==> src/logic/sram_host_defines.svh <==
// Purpose: Timing counts and widths for the async static memory host.
// Assumes: 40 MHz clock, 25 ns period.
// Notes:   Least times and longest times both round up to whole cycles.
`ifndef SRAM_HOST_DEFINES_SVH
`define SRAM_HOST_DEFINES_SVH
`define CLK_PERIOD_NS            25
`define ADDR_W                   17
`define DATA_W                   16
// Fast grade figures in ns; slow grade figures follow.
`define ADDR_TO_DATA_DELAY_NS    55
`define ADDR_TO_DATA_DELAY_SL_NS 70
`define DATA_HOLD_AFTER_ADDR_NS  10
`define ADDR_SETUP_TO_WRITE_END_NS    45
`define ADDR_SETUP_TO_WRITE_END_SL_NS 60
`define DATA_SETUP_TO_WRITE_END_NS    25
`define DATA_SETUP_TO_WRITE_END_SL_NS 30
`define BYTE_SEL_TO_WRITE_END_NS      50
`define BYTE_SEL_TO_WRITE_END_SL_NS   60
`define WRITE_STROBE_FLOAT_DELAY_NS    20
`define WRITE_STROBE_FLOAT_DELAY_SL_NS 25
`define CEIL_CYC(ns) (((ns) + `CLK_PERIOD_NS - 1) / `CLK_PERIOD_NS)
// Read wait covers address-to-data, which bounds strobe-to-data too.
`define RD_CYC    `CEIL_CYC(`ADDR_TO_DATA_DELAY_NS)
`define RD_CYC_SL `CEIL_CYC(`ADDR_TO_DATA_DELAY_SL_NS)
// One more count so the word sampled two flops back lies in the window.
`define SYNC_EXTRA_CYC 1
// Strobe low time: byte select lead dominates, plus float delay.
`define WR_CYC    `CEIL_CYC(`BYTE_SEL_TO_WRITE_END_NS + \
                            `WRITE_STROBE_FLOAT_DELAY_NS)
`define WR_CYC_SL `CEIL_CYC(`BYTE_SEL_TO_WRITE_END_SL_NS + \
                            `WRITE_STROBE_FLOAT_DELAY_SL_NS)
`define CNT_W     3
`endif

==> src/logic/sram_host_pkg.sv <==
// Purpose: Types for the async static memory host.
// Assumes: Constants come from sram_host_defines.svh.
// Notes:   None.
`include "sram_host_defines.svh"
package sram_host_pkg;
   typedef struct packed {
      logic                 wr;
      logic [`ADDR_W-1:0]   addr;
      logic [`DATA_W-1:0]   wdata;
      logic [1:0]           lane_n;
   } req_t;
   typedef struct packed {
      logic                 chip_sel_n;
      logic                 write_strobe_n;
      logic                 out_drive_n;
      logic                 upper_byte_sel_n;
      logic                 lower_byte_sel_n;
   } ctl_t;
   typedef enum logic [2:0] {
      ST_IDLE  = 3'b000,
      ST_SETUP = 3'b001,
      ST_RD    = 3'b011,
      ST_WR    = 3'b101,
      ST_DONE  = 3'b010
   } state_t;
endpackage : sram_host_pkg

==> src/logic/sram_host.sv <==
// Purpose: Host controller driving an async 128K x 16 static memory.
// Assumes: One request at a time; slow_grade_in held steady during each request.
// Notes:   Every pin changes only on clk_in edges, one phase per state.
//          Reads wait one extra cycle to cover the pin synchroniser.
`timescale 1ns/1ps
`include "sram_host_defines.svh"
// Operation
// RULE_01 - Wait address-to-data delay before sampling
// RULE_02 - Old data may linger after address change
// RULE_03 - Output drive low gives data in time
// RULE_04 - Byte select low gives lane data
// RULE_05 - Address set before write end long enough
// RULE_06 - Address stable across whole write
// RULE_07 - Write data set before end, held after
// RULE_08 - Byte selects lead write end enough
// RULE_09 - Write is chip select and strobe overlap
// RULE_10 - Data timed to terminating rising edge
// RULE_11 - Strobe write allows float plus setup
// RULE_12 - Strobe stays high during reads
// RULE_13 - Device floats pins while drive high
// RULE_14 - Joint rise leaves device outputs floating
// RULE_15 - Host never drives while device drives
// RULE_16 - Address valid before chip select falls
// RULE_17 - Device stores only selected lanes
// RULE_18 - Device drives only selected lanes
// RULE_19 - Device floats pins when not reading
// RULE_20 - Array is 131072 words of 16 bits
module sram_host (
   // Clock, reset and speed grade
   input  wire logic                       clk_in,
   input  wire logic                       nrst_in,
   input  wire logic                       slow_grade_in,
   // Request side
   input  wire logic                       req_valid_in,
   input  wire sram_host_pkg::req_t        req_in,
   output logic                            req_ready_out,
   output logic                            rd_valid_out,
   output logic [`DATA_W-1:0]              rd_data_out,
   // Memory pins
   output logic [`ADDR_W-1:0]              mem_addr_out,
   output sram_host_pkg::ctl_t             mem_ctl_out,
   input  wire logic [`DATA_W-1:0]         mem_data_in,
   output logic [`DATA_W-1:0]              mem_data_out,
   output logic                            mem_data_oe_n_out
);
   import sram_host_pkg::*;

   // Sequencer state.
   state_t               state_q;
   state_t               state_d;
   logic [`CNT_W-1:0]    cnt_q;
   logic [`CNT_W-1:0]    cnt_d;
   ctl_t                 ctl_q;
   ctl_t                 ctl_d;
   logic                 oe_n_q;
   logic                 oe_n_d;
   // Captured request and read result.
   req_t                 req_q;
   logic                 rdv_q;
   logic                 rdv_d;
   logic [`DATA_W-1:0]   rdat_q;
   logic [`DATA_W-1:0]   rdat_d;
   // Pin synchroniser.
   logic [`DATA_W-1:0]   sync1_q;
   logic [`DATA_W-1:0]   sync2_q;

   // Picks the wait count of the grade in use.
   function automatic logic [`CNT_W-1:0] grade_cnt(
      input logic              slow,
      input logic [`CNT_W-1:0] fast_cyc,
      input logic [`CNT_W-1:0] slow_cyc
   );
      grade_cnt = slow ? slow_cyc : fast_cyc;
   endfunction : grade_cnt

   // The pin word reaches the sampler two flops late, so the read wait
   // gets one extra count; a shorter wait would sample a floating bus.
   wire logic [`CNT_W-1:0]  rd_cnt = grade_cnt(slow_grade_in,
      `CNT_W'(`RD_CYC + `SYNC_EXTRA_CYC),
      `CNT_W'(`RD_CYC_SL + `SYNC_EXTRA_CYC));
   wire logic [`CNT_W-1:0]  wr_cnt = grade_cnt(slow_grade_in,
      `CNT_W'(`WR_CYC), `CNT_W'(`WR_CYC_SL));
   wire logic               idle     = (state_q == ST_IDLE);
   wire logic               cnt_done = (cnt_q == `CNT_W'(0));
   wire logic               take     = idle && req_valid_in;
   wire logic               sample   = (state_q == ST_RD) && cnt_done;
   wire logic [1:0]         lane_keep;
   wire logic [`DATA_W-1:0] lane_word;

   // Lane masking, one byte lane per pass.
   genvar lane;
   generate
      for (lane = 0; lane < 2; lane++) begin : g_lane
         // RULE_18 deselected lanes read zero
         assign lane_keep[lane] = ~req_q.lane_n[lane];
         assign lane_word[lane*8 +: 8] = lane_keep[lane] ?
                                         sync2_q[lane*8 +: 8] : 8'h00;
      end
   endgenerate

   // Outputs: every pin and data output comes straight from a flop.
   assign req_ready_out     = idle;
   assign rdv_d             = sample;
   assign rdat_d            = sample ? lane_word : rdat_q;
   assign rd_valid_out      = rdv_q;
   assign rd_data_out       = rdat_q;
   assign mem_addr_out      = req_q.addr;
   assign mem_ctl_out       = ctl_q;
   assign mem_data_out      = req_q.wdata;
   assign mem_data_oe_n_out = oe_n_q;

   // Next-state logic. The strobe falls with chip select, so the overlap
   // starts on one edge after the address has led by a full cycle.
   always_comb begin
      state_d = state_q;
      cnt_d   = cnt_done ? cnt_q : cnt_q - `CNT_W'(1);
      ctl_d   = ctl_q;
      oe_n_d  = oe_n_q;
      unique case (state_q)
         ST_IDLE: begin
            // RULE_16 address first
            if (req_valid_in) begin
               state_d = ST_SETUP;
            end
         end
         ST_SETUP: begin
            // Byte selects fall with chip select, so they lead the write
            // end by the whole strobe width.
            ctl_d.chip_sel_n       = 1'b0;
            ctl_d.upper_byte_sel_n = req_q.lane_n[1];
            ctl_d.lower_byte_sel_n = req_q.lane_n[0];
            if (req_q.wr) begin
               // RULE_12 strobe only here
               // RULE_09 overlap starts write
               ctl_d.write_strobe_n = 1'b0;
               // RULE_15 drive after float
               oe_n_d  = 1'b0;
               cnt_d   = wr_cnt;
               state_d = ST_WR;
            end else begin
               // RULE_03 drive enable low
               ctl_d.out_drive_n = 1'b0;
               cnt_d   = rd_cnt;
               state_d = ST_RD;
            end
         end
         ST_RD: begin
            // RULE_01 wait data delay
            if (cnt_done) begin
               state_d = ST_DONE;
            end
         end
         ST_WR: begin
            // RULE_05 RULE_08 RULE_11 hold strobe low
            if (cnt_done) begin
               // RULE_10 strobe rise ends write
               ctl_d.write_strobe_n = 1'b1;
               state_d = ST_DONE;
            end
         end
         ST_DONE: begin
            // RULE_07 RULE_06 data and address held past end
            // Chip select rises one cycle after the strobe, so the write
            // always ends on the strobe with data still on the bus.
            ctl_d = '1;
            oe_n_d = 1'b1;
            state_d = ST_IDLE;
         end
         default: begin
            state_d = ST_IDLE;
         end
      endcase
   end

   // No reset: the chain only carries pin data, which is qualified later
   // by the sample strobe, so stale contents never reach an output.
   always_ff @(posedge clk_in) begin
      sync1_q <= mem_data_in;
      sync2_q <= sync1_q;
   end

   always_ff @(posedge clk_in) begin
      if (!nrst_in) begin
         state_q <= ST_IDLE;
         cnt_q   <= '0;
      end else begin
         state_q <= state_d;
         cnt_q   <= cnt_d;
      end
   end

   // Control and drive-enable pins idle high, so a reset in mid-transfer ends it at the next clk_in edge.
   always_ff @(posedge clk_in) begin
      if (!nrst_in) begin
         ctl_q  <= '1;
         oe_n_q <= 1'b1;
      end else begin
         ctl_q  <= ctl_d;
         oe_n_q <= oe_n_d;
      end
   end

   // RULE_06 RULE_07 address and data held
   // The captured request stays on the pins until the next take.
   always_ff @(posedge clk_in) begin
      if (!nrst_in) begin
         req_q <= '0;
      end else if (take) begin
         req_q <= req_in;
      end
   end

   // A read result stands until the next read replaces it.
   always_ff @(posedge clk_in) begin
      if (!nrst_in) begin
         rdv_q  <= 1'b0;
         rdat_q <= '0;
      end else begin
         rdv_q  <= rdv_d;
         rdat_q <= rdat_d;
      end
   end
endmodule : sram_host

==> config.mk <==
export PLATFORM = sky130hd
export DESIGN_NAME = sram_host
export DESIGN_NICKNAME = d
export VERILOG_FILES = /design/src/logic/sram_host_pkg.sv /design/src/logic/sram_host.sv
export VERILOG_INCLUDE_DIRS = /design/src /design/src/logic
export SDC_FILE = /design/constraint.sdc
export NUM_CORES = 1
export LEC_CHECK = 0
export BUFFER_PORTS_ARGS = -buffer_cell sky130_fd_sc_hd__clkbuf_2
export CAP_MARGIN = 10
export CORE_ASPECT_RATIO = 1.5
export CORE_MARGIN = 4
export CORE_UTILIZATION = 30
export CTS_CLUSTER_DIAMETER = 40
export DETAILED_ROUTE_END_ITERATION = 10
export GPL_TIMING_DRIVEN = 0
export PLACE_DENSITY_LB_ADDON = 0.12
export SYNTH_ARGS = -nofsm -noshare
export SYNTH_HDL_FRONTEND = slang
export SYNTH_SLANG_ARGS = --single-unit
==> constraint.sdc <==
create_clock -name clk_in -period 3.6 [get_ports clk_in]
set_input_delay 0.72 -clock clk_in [delete_from_list [all_inputs] [get_ports clk_in]]
set_output_delay 0.72 -clock clk_in [all_outputs]
set_load 0.03 [all_outputs]
# Word-level counts from Yosys, hierarchy flattened
# Index checks and enable logic that the tools add are counted.
# totals
reg_bits	97
inputBits	56
output_inout_bits	57
# op_classes
addsub	1
eq_ne	10
muxes	17
reduce_logical	11
# op_table
cell	n
$mux 3	7
$mux 8	2
$pmux 3 s3	1
$ne 2x2->1 const B	4
$eq 3x2->1 const B	2
$logic_not 3->1	2
$pmux 3 s2	1
$reduce_and 2->1	3
$ne 2x1->1 const B	2
$pmux 1 s2	2
$eq 3x1->1 const B	1
$eq 3x3->1 const B	1
$mux 1	3
$pmux 1 s3	1
$reduce_and 3->1	1
$reduce_bool 3->1	1
$sub 3x1->3 const B	1
$logic_and 1x1->1	2
$reduce_bool 2->1	1
$reduce_or 2->1	1

# Longest topological paths before layout
# Gate-level depths: netlist (run 1).
# logic_depth
depth_word	4
ltp_mapped	7

# Least setup slack after synthesis (run 1)
# No wires, ideal clock.
# synth_timing
path_type	register to output
startpoint	register state_q[1]
endpoint	output req_ready_out
t_arrival_ns	1.304
t_required_ns	2.880
path_slack_ns	1.576
path_stages_with_launch	4
n_path_buf	2
path_cell_list	dfxtp_1 > buf_6 > clkbuf_1 > nor3_1
# synth_between
elab_chain_len	1
# synth_lines
element	line_no	text
start: declaration	sram_host.sv:49	state_t state_q;
start signal: assignment	sram_host.sv:187	state_q <= state_d;
$logic_not 3->1	sram_host.sv:83	wire logic idle = (state_q == ST_IDLE);
end: declaration	sram_host.sv:36	output logic req_ready_out,
# Every way passes these cells.

# Worst setup path in the final report (run 1)
# layout_timing
startpoint	register state_q[0]
endpoint	output req_ready_out
# Same word-level chain as after synthesis.

==> metrics.md, run 1 <==
| Metric | Value |
|---|---|
| Outcome | finished, final reports clean |
| TritonCTS Buffers | 9 |
| Overflow left after global routing | 0 |
| Post-layout min period | 2.20 ns |
| Relative slew slack | between 50% and 60% |
| Syn nets | approximately 430 |
| Post-synthesis cell type with the largest combined area | sky130_fd_sc_hd__dfxtp_1 |
| Share of synthesized area occupied by flip-flops and latches | 54.7% |
| Drt wl/cell | 12.2 um |
| Fraction of power consumed by combinational cells | 18.5% |
| Final setup fails | 0 |
| Syn Std Cell Area | 3550 um2 |
| Leading cell type in the layout, fill and taps excluded | sky130_fd_sc_hd__clkbuf_2 |
| Yosys top cell area share | 54.7% |
| Maximum buffer depth of the clock tree | 2 |
| Prevailing post-synth register cell | sky130_fd_sc_hd__dfxtp_1 |
| Tot GR Track Use | 11.8% |
| Count of filler cells inserted in the layout | 1200 |
| Post-synthesis sequential element count | 97 |
| Pin count of the biggest net entering global routing | 20 |
| Count of final hold-check violations | 0 |
| Worst slew pin tran | 0.635 ns |
| Floorplan die height | 141 um |
| Final routed DRC violation total | 0 |
| CTS hold repair buffers | 0 |
| HPWL Detailed | 5860 um |
| Highest achievable clock rate | 454 MHz |
| Antenna Diode Count | 0 |
| Chip width | 96.8 um |
| Area used by multi-input combinational logic | 1180 um2 |
| Number of H-tree levels | 3 |
| Critical Path Sink Type | output pin |
| TritonCTS clock tree | built |
| Period utilisation layout | between 60% and 70% |
| Post-synthesis average cell area | 9.67 um2 |
| Final Routed Wirelength | 7850 um |
| Synthesized instance count | 367 |
| Clock Sink Count | 97 |
| Initial Util | 30.8% |
| Warnings from Yosys | 0 |
| Crit path arrival time | 1.48 ns |
| Via count of the first global-routing pass | about 2700 |
| Kind of critical path | flip-flop to output pin |
| Postcts setup bufs | 0 |
| Worst clock skew | 0.00800 ns |
| Master cell of the clock root buffer | sky130_fd_sc_hd__clkbuf_16 |
| Critical path launch point type | flip-flop |
| Leakage component of the power | 2.04 nW |
| Switching part of the total | 28.5% |
| Leading cell types in the layout, fill and taps excluded | sky130_fd_sc_hd__clkbuf_2 (111), sky130_fd_sc_hd__dfxtp_1 (97), sky130_fd_sc_hd__nand2_1 (91), sky130_fd_sc_hd__a21oi_1 (37), sky130_fd_sc_hd__buf_4 (35) |
| Internal power consumption | 1.93 mW |
| First-iteration detailed-routing DRC count | 61 |
| Maxcap violations | 0 |
| Number of flops mapped to enable cells by yosys | 0 |
| Total core area | 11500 um2 |
| Clock insertion delay at the later pin of the skew report | 0.34 ns |
| Synth cell types | 35 |
| Final slew viol count | 0 |
| Initial antenna violation count | 0 |
| Final weighted congestion in routability-driven placement | 0.723 |
| Number of buffer cells added on primary ports | 111 |
| Number of gates resized after cts | 0 |
| Power density relative to cell area | 587 nW/um2 |
| Fraction of layout instances using a drive strength above 1 | about a third |
| Nets@finish | about 550 |
| Synthesis-to-finish area growth | 29.8% |
| Switching power | 0.771 mW |
| Area contributors post-synth | sky130_fd_sc_hd__dfxtp_1 (55%), sky130_fd_sc_hd__nand2_1 (9.6%), sky130_fd_sc_hd__buf_4 (7.4%), sky130_fd_sc_hd__a21oi_1 (5.2%), sky130_fd_sc_hd__mux2i_1 (4.5%) |
| Minimum hold slack | 0.329 ns |
| Cell row count | 48 |
| Fin Setup TNS | 0 ns |
| Worst endpoint required time | between 2 and 3 ns |
| Storage element area | slightly below 2000 um2 |
| Worst voltage drop across the vdd grid | 0.000241 V |
| Die Area | between 10000 and 15000 um2 |
| Post-synthesis async set-or-reset flop share | 0% |
| Routed vias/inst | 4.23 |
| Hold/Removal Path Class | flip-flop to flip-flop |
| Iteration count of the initial detailed-routing pass | 4 |
| Clock transition at the register clock pins on the worst setup and hold paths after CTS | about 0.070 ns |
| Detailed-route via count | 2722 |
| Setup repair after global routing missed its margin | false |
| Total I/O pin count | 113 |
| Part of the power in the clock network | 37.1% |
| Relative contribution of sequential cells to total power | 44.4% |
| Post-route ant nets | 0 |
| CP Max Fanout | 10 |
| First-pass GRT wire length | 13000 um |
## synth_stat cells (2+ instances only)
cell type                   number
sky130_fd_sc_hd__and3_1          2
sky130_fd_sc_hd__buf_6           9
sky130_fd_sc_hd__nor2b_1         4
sky130_fd_sc_hd__buf_4          35
sky130_fd_sc_hd__nand2_1        91
sky130_fd_sc_hd__nand2b_1        3
sky130_fd_sc_hd__inv_1           4
sky130_fd_sc_hd__o22ai_1         2
sky130_fd_sc_hd__nand3b_1       18
sky130_fd_sc_hd__nor2_1          4
sky130_fd_sc_hd__clkbuf_1       12
sky130_fd_sc_hd__a21oi_1        37
sky130_fd_sc_hd__nor3b_1         3
sky130_fd_sc_hd__o32ai_1         2
sky130_fd_sc_hd__o31ai_1         3
sky130_fd_sc_hd__nor3_1          2
sky130_fd_sc_hd__o2bb2ai_1       2
sky130_fd_sc_hd__ha_1            2
sky130_fd_sc_hd__mux2i_1        16
sky130_fd_sc_hd__o21ai_0         5
sky130_fd_sc_hd__dfxtp_1        97
## per-layer routing
| metal | track usage [%] | up-vias | wire [um] |
|---|---|---|---|
| li1 | - | 1430 | - |
| met1 | 14.0 | 1198 | 3480 |
| met2 | 19.3 | 84 | 3730 |
| met3 | 3.76 | 10 | 505 |
| met4 | 5.55 | 0 | 138 |
| met5 | 0 | - | 0 |
## stage by stage
stage               total power [mW]  cells  setup WS [ns]  utilization, %  instance area (um2)
global route                    2.85    644           1.26            40.0                 4610
floorplan                       1.60    367           1.58               -                 3550
detailed placement              1.74    628           1.36            37.2                 4290
CTS                             2.76    644           1.36            40.0                 4610
finish                          2.70    644           1.40            40.0                 4610
global placement                1.73    628           1.39            37.2                 4290
## power groups by stage
stage / registers, mW / clock network [mW] / logic, mW
floorplan: 1.24 / 0 / 0.356
global placement: 1.23 / 0 / 0.504
global route: 1.21 / 1.08 / 0.553
finish: 1.20 / 1.00 / 0.500
detailed placement: 1.23 / 0 / 0.508
CTS: 1.20 / 1.04 / 0.510
## registers in the layout, summed over array words and instances (netlist names)
name	count
cnt_q	3
sync2_q	16
mem_data_oe_n_out	1
rd_data_out	16
rd_valid_out	1
mem_data_out	16
mem_ctl_out	5
state_q	3
req_q	3
sync1_q	16
mem_addr_out	17
## critical path: stages (launching register included)
cell and delay [ns]:
sky130_fd_sc_hd__dfxtp_1 0.48, sky130_fd_sc_hd__clkbuf_1 0.36, sky130_fd_sc_hd__nor3_1 0.11, sky130_fd_sc_hd__clkbuf_2 0.20
## cell type report
| type | count | area share [%] |
|---|---|---|
| Sequential cell | 97 | 42.1 |
| Multi-Input combinational cell | 210 | 25.7 |
| Timing Repair Buffer | 111 | 12.1 |
| Buffer | 56 | 8.88 |
| Clock buffer | 9 | 4.89 |
| Tap cell | 150 | 4.07 |
| Clock inverter | 7 | 1.95 |
| Inverter | 4 | 0.326 |
## logic make-up after synthesis
kind of cell               after synthesis  share of synthesized area, %
and+or+nand+nor                        133                          18.3
DFF                                     97                          54.7
buffers and inverters                   60                          11.9
AOI/OAI and AO/OA                       57                          9.34
muxes                                   16                          4.51
adders and majority gates                3                         0.987
xor gates and xnor gates                 1                         0.247
## final timing paths
check | cells past startpoint | endpoint | startpoint | slack, ns
max | 3 | req_ready_out | state_q[0]$_SDFFE_PN0P_ | 1.40
min | 0 | sync2_q[3]$_DFF_P_ | sync1_q[3]$_DFF_P_ | 0.33
min reg2reg | 0 | sync2_q[3]$_DFF_P_ | sync1_q[3]$_DFF_P_ | 0.33
max reg2reg | 7 | rd_data_out[10]$_SDFFE_PN0P_ | cnt_q[0]$_SDFFE_PN0P_ | 1.68
Power figures use the tool's default switching activity.
==> inputs of run 2 (changes only) <==
Settings changed: ABC_AREA set to 1.
Clock period 3.6 ns to 2.24 ns, I/O delays scaled along.
==> run 2 against run 1 <==
Compared with the run above:
- clock power up 56%
- clock skew down 0.0012 ns
- flip-flop and latch count unchanged
- non-clock buffer count down 3
- worst setup slack worse by 1.2 ns
- critical endpoint unchanged
- largest power group unchanged
==> metrics.md, run 2 <==
| Metric | Value |
|---|---|
| Outcome | finished, final reports clean |
| Warnings from Yosys | 0 |
| Post-route ant nets | 0 |
| Relative contribution of sequential cells to total power | 41.5% |
| HPWL Detailed | 5870 um |
| Relative slew slack | between 60% and 70% |
| Cell row count | 47 |
| Post-synthesis sequential element count | 97 |
| Final Routed Wirelength | 7730 um |
| Number of gates resized after cts | 0 |
| Leading cell types in the layout, fill and taps excluded | sky130_fd_sc_hd__clkbuf_2 (110), sky130_fd_sc_hd__dfxtp_1 (97), sky130_fd_sc_hd__nand2_1 (75), sky130_fd_sc_hd__nand3_1 (56), sky130_fd_sc_hd__a21oi_1 (40) |
| Dpl cells | 641 |
| Worst endpoint required time | 1.79 ns |
| FF-to-FF setup slack | 0.76 ns |
| Min-Delay Endpoint | sync1_q[4]$_DFF_P_ |
| Nets@finish | 563 |
| Die Area | between 10000 and 15000 um2 |
| Critical Path Sink Type | output pin |
| CP Max Fanout | 10 |
| Switching power | 1.53 mW |
| Setup WS post-layout | 0.242 ns |
| First-pass GRT wire length | ~12000 um |
| Highest achievable clock rate | 500 MHz |
| Initial Util | 30.8% |
| Fin Setup TNS | 0 ns |
| TritonCTS clock tree | built |
| Iteration count of the initial detailed-routing pass | 4 |
| Worst clock skew | 0.00680 ns |
| Pre-CTS setup slack | 0.481 ns |
| Max FFs per register | 17 |
| Leakage component of the power | around 2.1 nW |
| Count of final hold-check violations | 0 |
| Switching part of the total | 31.7% |
| Chip width | 95.3 um |
| Antenna Diode Count | 0 |
| Prevailing post-synth register cell | sky130_fd_sc_hd__dfxtp_1 |
| Worst voltage drop across the vdd grid | between 0.0005 and 0.0006 V |
| Syn Std Cell Area | 3430 um2 |
| Final routed DRC violation total | 0 |
| Floorplan die height | 139 um |
| Tot GR Track Use | 11.9% |
| Master cell of the clock root buffer | sky130_fd_sc_hd__clkbuf_16 |
| Critical path launch point type | flip-flop |
| Final slew viol count | 0 |
| Period utilisation layout | between 80% and 90% |
| Power density relative to cell area | roughly 1100 nW/um2 |
| Synthesis-to-finish area growth | 30.6% |
| Yosys top cell area share | between 50% and 60% |
| Top cell types by occurrence after synthesis | sky130_fd_sc_hd__dfxtp_1 (97), sky130_fd_sc_hd__nand2_1 (75), sky130_fd_sc_hd__nand3_1 (56) |
| Synth cell types | 24 |
| Count of filler cells inserted in the layout | 1174 |
| Most numerous cell in the Yosys netlist | sky130_fd_sc_hd__dfxtp_1 |
| Routed vias/inst | 4.23 |
| Detailed-route via count | 2778 |
| Drt wl/cell | ~12 um |
| Internal power consumption | approximately 3.3 mW |
| Post-synthesis async set-or-reset flop share | 0% |
| Post-layout min period | 2.00 ns |
| CTS hold repair buffers | 0 |
| Total core area | 11100 um2 |
| Clock Sink Count | 97 |
| Leading cell type in the layout, fill and taps excluded | sky130_fd_sc_hd__clkbuf_2 |
| Initial antenna violation count | 0 |
| First-iteration detailed-routing DRC count | 132 |
| Syn nets | 442 |
| Via count of the first global-routing pass | 2585 |
| Pin count of the biggest net entering global routing | 18 |
| Reg-to-reg critical path startpoint | cnt_q[0]$_SDFFE_PN0P_ |
| Overflow left after global routing | 0 |
| Worst r2r dst | rd_data_out[7]$_SDFFE_PN0P_ |
| Fraction of power consumed by combinational cells | 26.0% |
| Number of buffer cells added on primary ports | 110 |
| Hold/Removal Path Class | primary input to flip-flop |
| Hold Startpoint | mem_data_in[4] |
| Fraction of layout instances using a drive strength above 1 | 35.9% |
| Number of H-tree levels | 3 |
| TritonCTS Buffers | 9 |
| Maximum buffer depth of the clock tree | 2 |
| Post-synthesis cell type with the largest combined area | sky130_fd_sc_hd__dfxtp_1 |
| FF-to-FF path depth | 8 |
| Synthesized instance count | 384 |
| Area contributors post-synth | sky130_fd_sc_hd__dfxtp_1 (57%), sky130_fd_sc_hd__nand2_1 (8.2%), sky130_fd_sc_hd__nand3_1 (8.2%), sky130_fd_sc_hd__buf_4 (7.4%), sky130_fd_sc_hd__a21oi_1 (5.8%) |
| Clock transition at the register clock pins on the worst setup and hold paths after CTS | 0.07 ns |
| Kind of critical path | flip-flop to output pin |
| Min-Delay Path Depth | 1 |
| Clock insertion delay at the later pin of the skew report | approximately 0.34 ns |
| Setup repair after global routing missed its margin | false |
| Worst slew pin tran | 0.481 ns |
| Finished Layout Cells | approximately 660 |
| Postcts setup bufs | 0 |
| Share of synthesized area occupied by flip-flops and latches | 56.7% |
| Crit path arrival time | 1.55 ns |
| Total I/O pin count | roughly 110 |
| Final setup fails | 0 |
| Number of flops mapped to enable cells by yosys | 0 |
| Maxcap violations | 0 |
| Part of the power in the clock network | between 30% and 40% |
| Final weighted congestion in routability-driven placement | 0.738 |
| Post-synthesis average cell area | 8.92 um2 |
[run 2: cell types whose count changed after synthesis, moves of 6 or more]
cell,before,now
sky130_fd_sc_hd__buf_2,0,6
sky130_fd_sc_hd__o21ai_1,0,10
sky130_fd_sc_hd__inv_1,4,13
sky130_fd_sc_hd__nand2_1,91,75
sky130_fd_sc_hd__clkbuf_1,12,6
sky130_fd_sc_hd__nand3b_1,18,1
sky130_fd_sc_hd__o21ai_0,5,13
sky130_fd_sc_hd__mux2i_1,16,0
sky130_fd_sc_hd__nand3_1,0,56
[run 2: worst max path at each step]
stage / startpoint / depth (start not counted) / slack [ns] / to
3_5_place_dp: nrst_in / 4 / 0.48 / mem_ctl_out[1]$_SDFFE_PN1N_
2_1_floorplan: state_q[1]$_SDFFE_PN0P_ / 3 / 0.87 / req_ready_out
3_3_place_gp: nrst_in / 4 / 0.52 / mem_ctl_out[1]$_SDFFE_PN1N_
5_1_grt: state_q[1]$_SDFFE_PN0P_ / 4 / 0.11 / req_ready_out
6_report: state_q[1]$_SDFFE_PN0P_ / 4 / 0.24 / req_ready_out
4_1_cts: state_q[1]$_SDFFE_PN0P_ / 4 / 0.20 / req_ready_out
[run 2: power groups by stage]
stage / Clock [mW] / Combinational (mW) / Sequential (mW)
after floorplan: 0 / 0.869 / 2.10
after global placement: 0 / 1.26 / 2.03
after detailed placement: 0 / 1.27 / 2.04
after CTS: 1.63 / 1.27 / 2.00
after global routing: 1.71 / 1.39 / 2.02
final: 1.56 / 1.25 / 2.00
[run 2: layout make-up]
cell class,count,area [um2],area share [%]
flip-flops and latches,97,1940,43.4
multi-input cells,215,1030,23.1
repair buffers,110,551,12.3
plain buffers,54,383,8.56
clock buffers,10,239,5.34
well taps,147,184,4.11
clock inverters,6,73.8,1.65
inverters,18,67.6,1.51
[run 2: kinds of logic (layout without fill, tap and decap cells)]
family	after synthesis	count (layout)	synth area share, %
and+or+nand+nor	147	147	19.6
DFF	97	97	56.7
buffers and inverters	72	198	13.1
AOI/OAI and AO/OA	65	65	9.64
adders and majority gates	2	2	0.730
xor gates and xnor gates	1	1	0.256
[run 2: routing by layer]
metal	vias to the layer above	wire (um)	share of wire [%]	GRT usage, %
li1	1470	-	-	-
met5	-	0	0	0
met4	0	78	1.0	4.87
met3	5	612	7.9	3.80
met2	87	3830	50	19.6
met1	1216	3200	41	14.1
[run 2: worst max-delay path: stages (launching register included)]
cell and delay (ns):
sky130_fd_sc_hd__dfxtp_1 0.30, sky130_fd_sc_hd__buf_4 0.16, sky130_fd_sc_hd__nor3_4 0.35, sky130_fd_sc_hd__buf_6 0.20, sky130_fd_sc_hd__clkbuf_2 0.21
[run 2: through the flow]
stage | hold WS, ns | area (um2) | util (%) | total power [mW]
after detailed placement | 0.312 | 4160 | 37.4 | 3.31
after global placement | 0.310 | 4160 | 37.4 | 3.30
final | 0.207 | 4470 | 40.3 | 4.80
after CTS | 0.190 | 4470 | 40.3 | 4.90
after floorplan | 0.310 | 3430 | - | 2.97
after global routing | 0.185 | 4470 | 40.3 | 5.12
==> inputs of run 3 (changes only) <==
Settings changed: CELL_PAD_IN_SITES_DETAIL_PLACEMENT set to 0, CELL_PAD_IN_SITES_GLOBAL_PLACEMENT set to 1.
==> run 3 against run 2 <==
Compared with the run above:
- count of clock-buffer cells in the layout shrank 1
- worst hold slack is essentially flat
- die area unchanged
- worst setup slack got worse by 0.024 ns
- highest routed layer unchanged
- critical path type unchanged
- cell area hardly changed
- sequential power about the same
==> metrics.md, run 3 (synthesis results as in run 2) <==
| Metric | Value |
|---|---|
| Clock transition at the register clock pins on the worst setup and hold paths after CTS | around 0.070 ns |
| Outcome | finished, final reports clean |
| Postcts setup bufs | 0 |
| GR Layer Usage met2 | between 10% and 20% |
| Max FFs per register | 17 |
| Final routed DRC violation total | 0 |
| Standard cell area after detailed placement | approximately 4200 um2 |
| Critical path's largest stage delay | 0.36 ns |
| Routed vias/inst | 4.29 |
| Pin count of the biggest net entering global routing | 19 |
| First-pass GRT wire length | 12700 um |
| HPWL Detailed | between 5000 and 6000 um |
| Iteration count of the initial detailed-routing pass | 4 |
| Worst voltage drop across the vdd grid | 0.000496 V |
| Leading cell type in the layout, fill and taps excluded | sky130_fd_sc_hd__clkbuf_2 |
| Floorplan die height | roughly 140 um |
| Cell row count | 47 |
| Worst clock skew | about 0.0054 ns |
| Crit path arrival time | 1.57 ns |
| Buffering stage count on the worst path with inverters included | 3 |
| Final core occ | around two fifths |
| TritonCTS Buffers | 9 |
| Maximum buffer depth of the clock tree | 2 |
| Tot GR Track Use | 12.3% |
| Drt wl/cell | around 12 um |
| Worst slew pin tran | 0.484 ns |
| Clock insertion delay at the later pin of the skew report | 0.34 ns |
| Fin Setup TNS | 0 ns |
| Number of gates resized after cts | 0 |
| Initial Util | 30.8% |
| Kind of critical path | flip-flop to output pin |
| Cell Chain, Critical Path | buf_4, nor3_4, buf_6, clkbuf_2 |
| Setup WS post-layout | 0.218 ns |
| Post-layout min period | between 2 and 2.5 ns |
| First-iteration detailed-routing DRC count | 104 |
| Fraction of layout instances using a drive strength above 1 | 35.9% |
| Leading cell types in the layout, fill and taps excluded | sky130_fd_sc_hd__clkbuf_2 (110), sky130_fd_sc_hd__dfxtp_1 (97), sky130_fd_sc_hd__nand2_1 (75), sky130_fd_sc_hd__nand3_1 (56), sky130_fd_sc_hd__a21oi_1 (40) |
| Critical path launch point type | flip-flop |
| Power density relative to cell area | approximately 1100 nW/um2 |
| Count of final hold-check violations | 0 |
| Worst endpoint required time | 1.79 ns |
| Final setup fails | 0 |
| Number of buffer cells added on primary ports | 110 |
| Relative slew slack | 67.8% |
| Number of H-tree levels | 3 |
| Detailed-route via count | approximately 2800 |
| Count of filler cells inserted in the layout | 1167 |
| Overall power | 4.83 mW |
| Overflow left after global routing | 0 |
| Die Area | ~13000 um2 |
| Via count of the first global-routing pass | ~2600 |
| Grt peak-use layer | met2 |
| TritonCTS clock tree | built |
| Post-route ant nets | 0 |
| Initial antenna violation count | 0 |
| Final weighted congestion in routability-driven placement | slightly above 0.7 |
| Setup repair after global routing missed its margin | false |
| Pre-CTS setup slack | 0.460 ns |
| FF-to-FF setup slack | 0.70 ns |
| Minimum hold slack | 0.206 ns |
| Met3 routing resource usage after global routing | 2.66% |
| Kind of cell with the highest combined delay on the critical path | buffers and inverters |
| Final slew viol count | 0 |
| Antenna Diode Count | 0 |
| GR met1 Demand/Resource | between 10 and 15% |
| Final Routed Wirelength | 7920 um |
| Total core area | 11100 um2 |
| Clock Sink Count | 97 |
| Total I/O pin count | 113 |
| Hold/Removal Path Class | primary input to flip-flop |
| Critical Path Slowest Stage Cell | sky130_fd_sc_hd__nor3_4 |
| Chip width | 95.3 um |
| Master cell of the clock root buffer | sky130_fd_sc_hd__clkbuf_16 |
| Synthesis-to-finish area growth | 30.5% |
| Maxcap violations | 0 |
| Leakage component of the power | 2.12 nW |
| CP Max Fanout | 10 |
| Nets@finish | 563 |
| CTS hold repair buffers | 0 |
| Period utilisation layout | 90.3% |
| Finished Layout Cells | roughly 660 |
| Dpl cells | around 640 |
| Highest achievable clock rate | 495 MHz |
| Final std cell area, no fill | 4470 um2 |
| Critical Path Sink Type | output pin |
-- run 3: changes by cell type in the layout (fill, tap and decap cells not counted) --
cell	delta
sky130_fd_sc_hd__clkbuf_8	-1
sky130_fd_sc_hd__clkinv_4	+1
sky130_fd_sc_hd__clkinvlp_4	-1
sky130_fd_sc_hd__inv_8	+1
-- run 3: worst paths after layout --
path / startpoint / end / cells past startpoint
min: mem_data_in[2] / sync1_q[2]$_DFF_P_ / 1
min reg2reg: sync1_q[10]$_DFF_P_ / sync2_q[10]$_DFF_P_ / 0
max reg2reg: cnt_q[0]$_SDFFE_PN0P_ / rd_data_out[9]$_SDFFE_PN0P_ / 8
max: state_q[1]$_SDFFE_PN0P_ / req_ready_out / 4
-- run 3: area by class of cell --
| class | instances | area, um2 | share of cell area (%) |
|---|---|---|---|
| buffer | 54 | 383 | 8.56 |
| clock buffer | 9 | 225 | 5.03 |
| clock inverter | 7 | 86.3 | 1.93 |
| inverter | 18 | 67.6 | 1.51 |
| multi-input combinational | 215 | 1030 | 23.1 |
| sequential | 97 | 1940 | 43.4 |
| tap | 147 | 184 | 4.11 |
| timing repair buffer | 110 | 551 | 12.3 |
-- run 3: per-layer routing --
layer | routed length [um] | up-vias
met5 | 0 | -
met4 | 234 | 0
met3 | 536 | 15
met2 | 3850 | 87
met1 | 3290 | 1252
li1 | - | 1466
-- run 3: worst register-to-register path, stage by stage, from the launching register on --
cell and delay (ns):
sky130_fd_sc_hd__dfxtp_1 0.32, sky130_fd_sc_hd__inv_1 0.06, sky130_fd_sc_hd__ha_1 0.19, sky130_fd_sc_hd__nand2_1 0.12, sky130_fd_sc_hd__inv_1 0.15, sky130_fd_sc_hd__nand2_2 0.18
sky130_fd_sc_hd__buf_2 0.25, sky130_fd_sc_hd__nand3_1 0.09, sky130_fd_sc_hd__o21ai_1 0.10
-- run 3: power breakdown --
group	leakage, nW	switching, mW	internal [mW]
Sequential	0.801	0.0849	1.91
Clock	0.150	0.689	0.889
Combinational	1.17	0.795	0.460
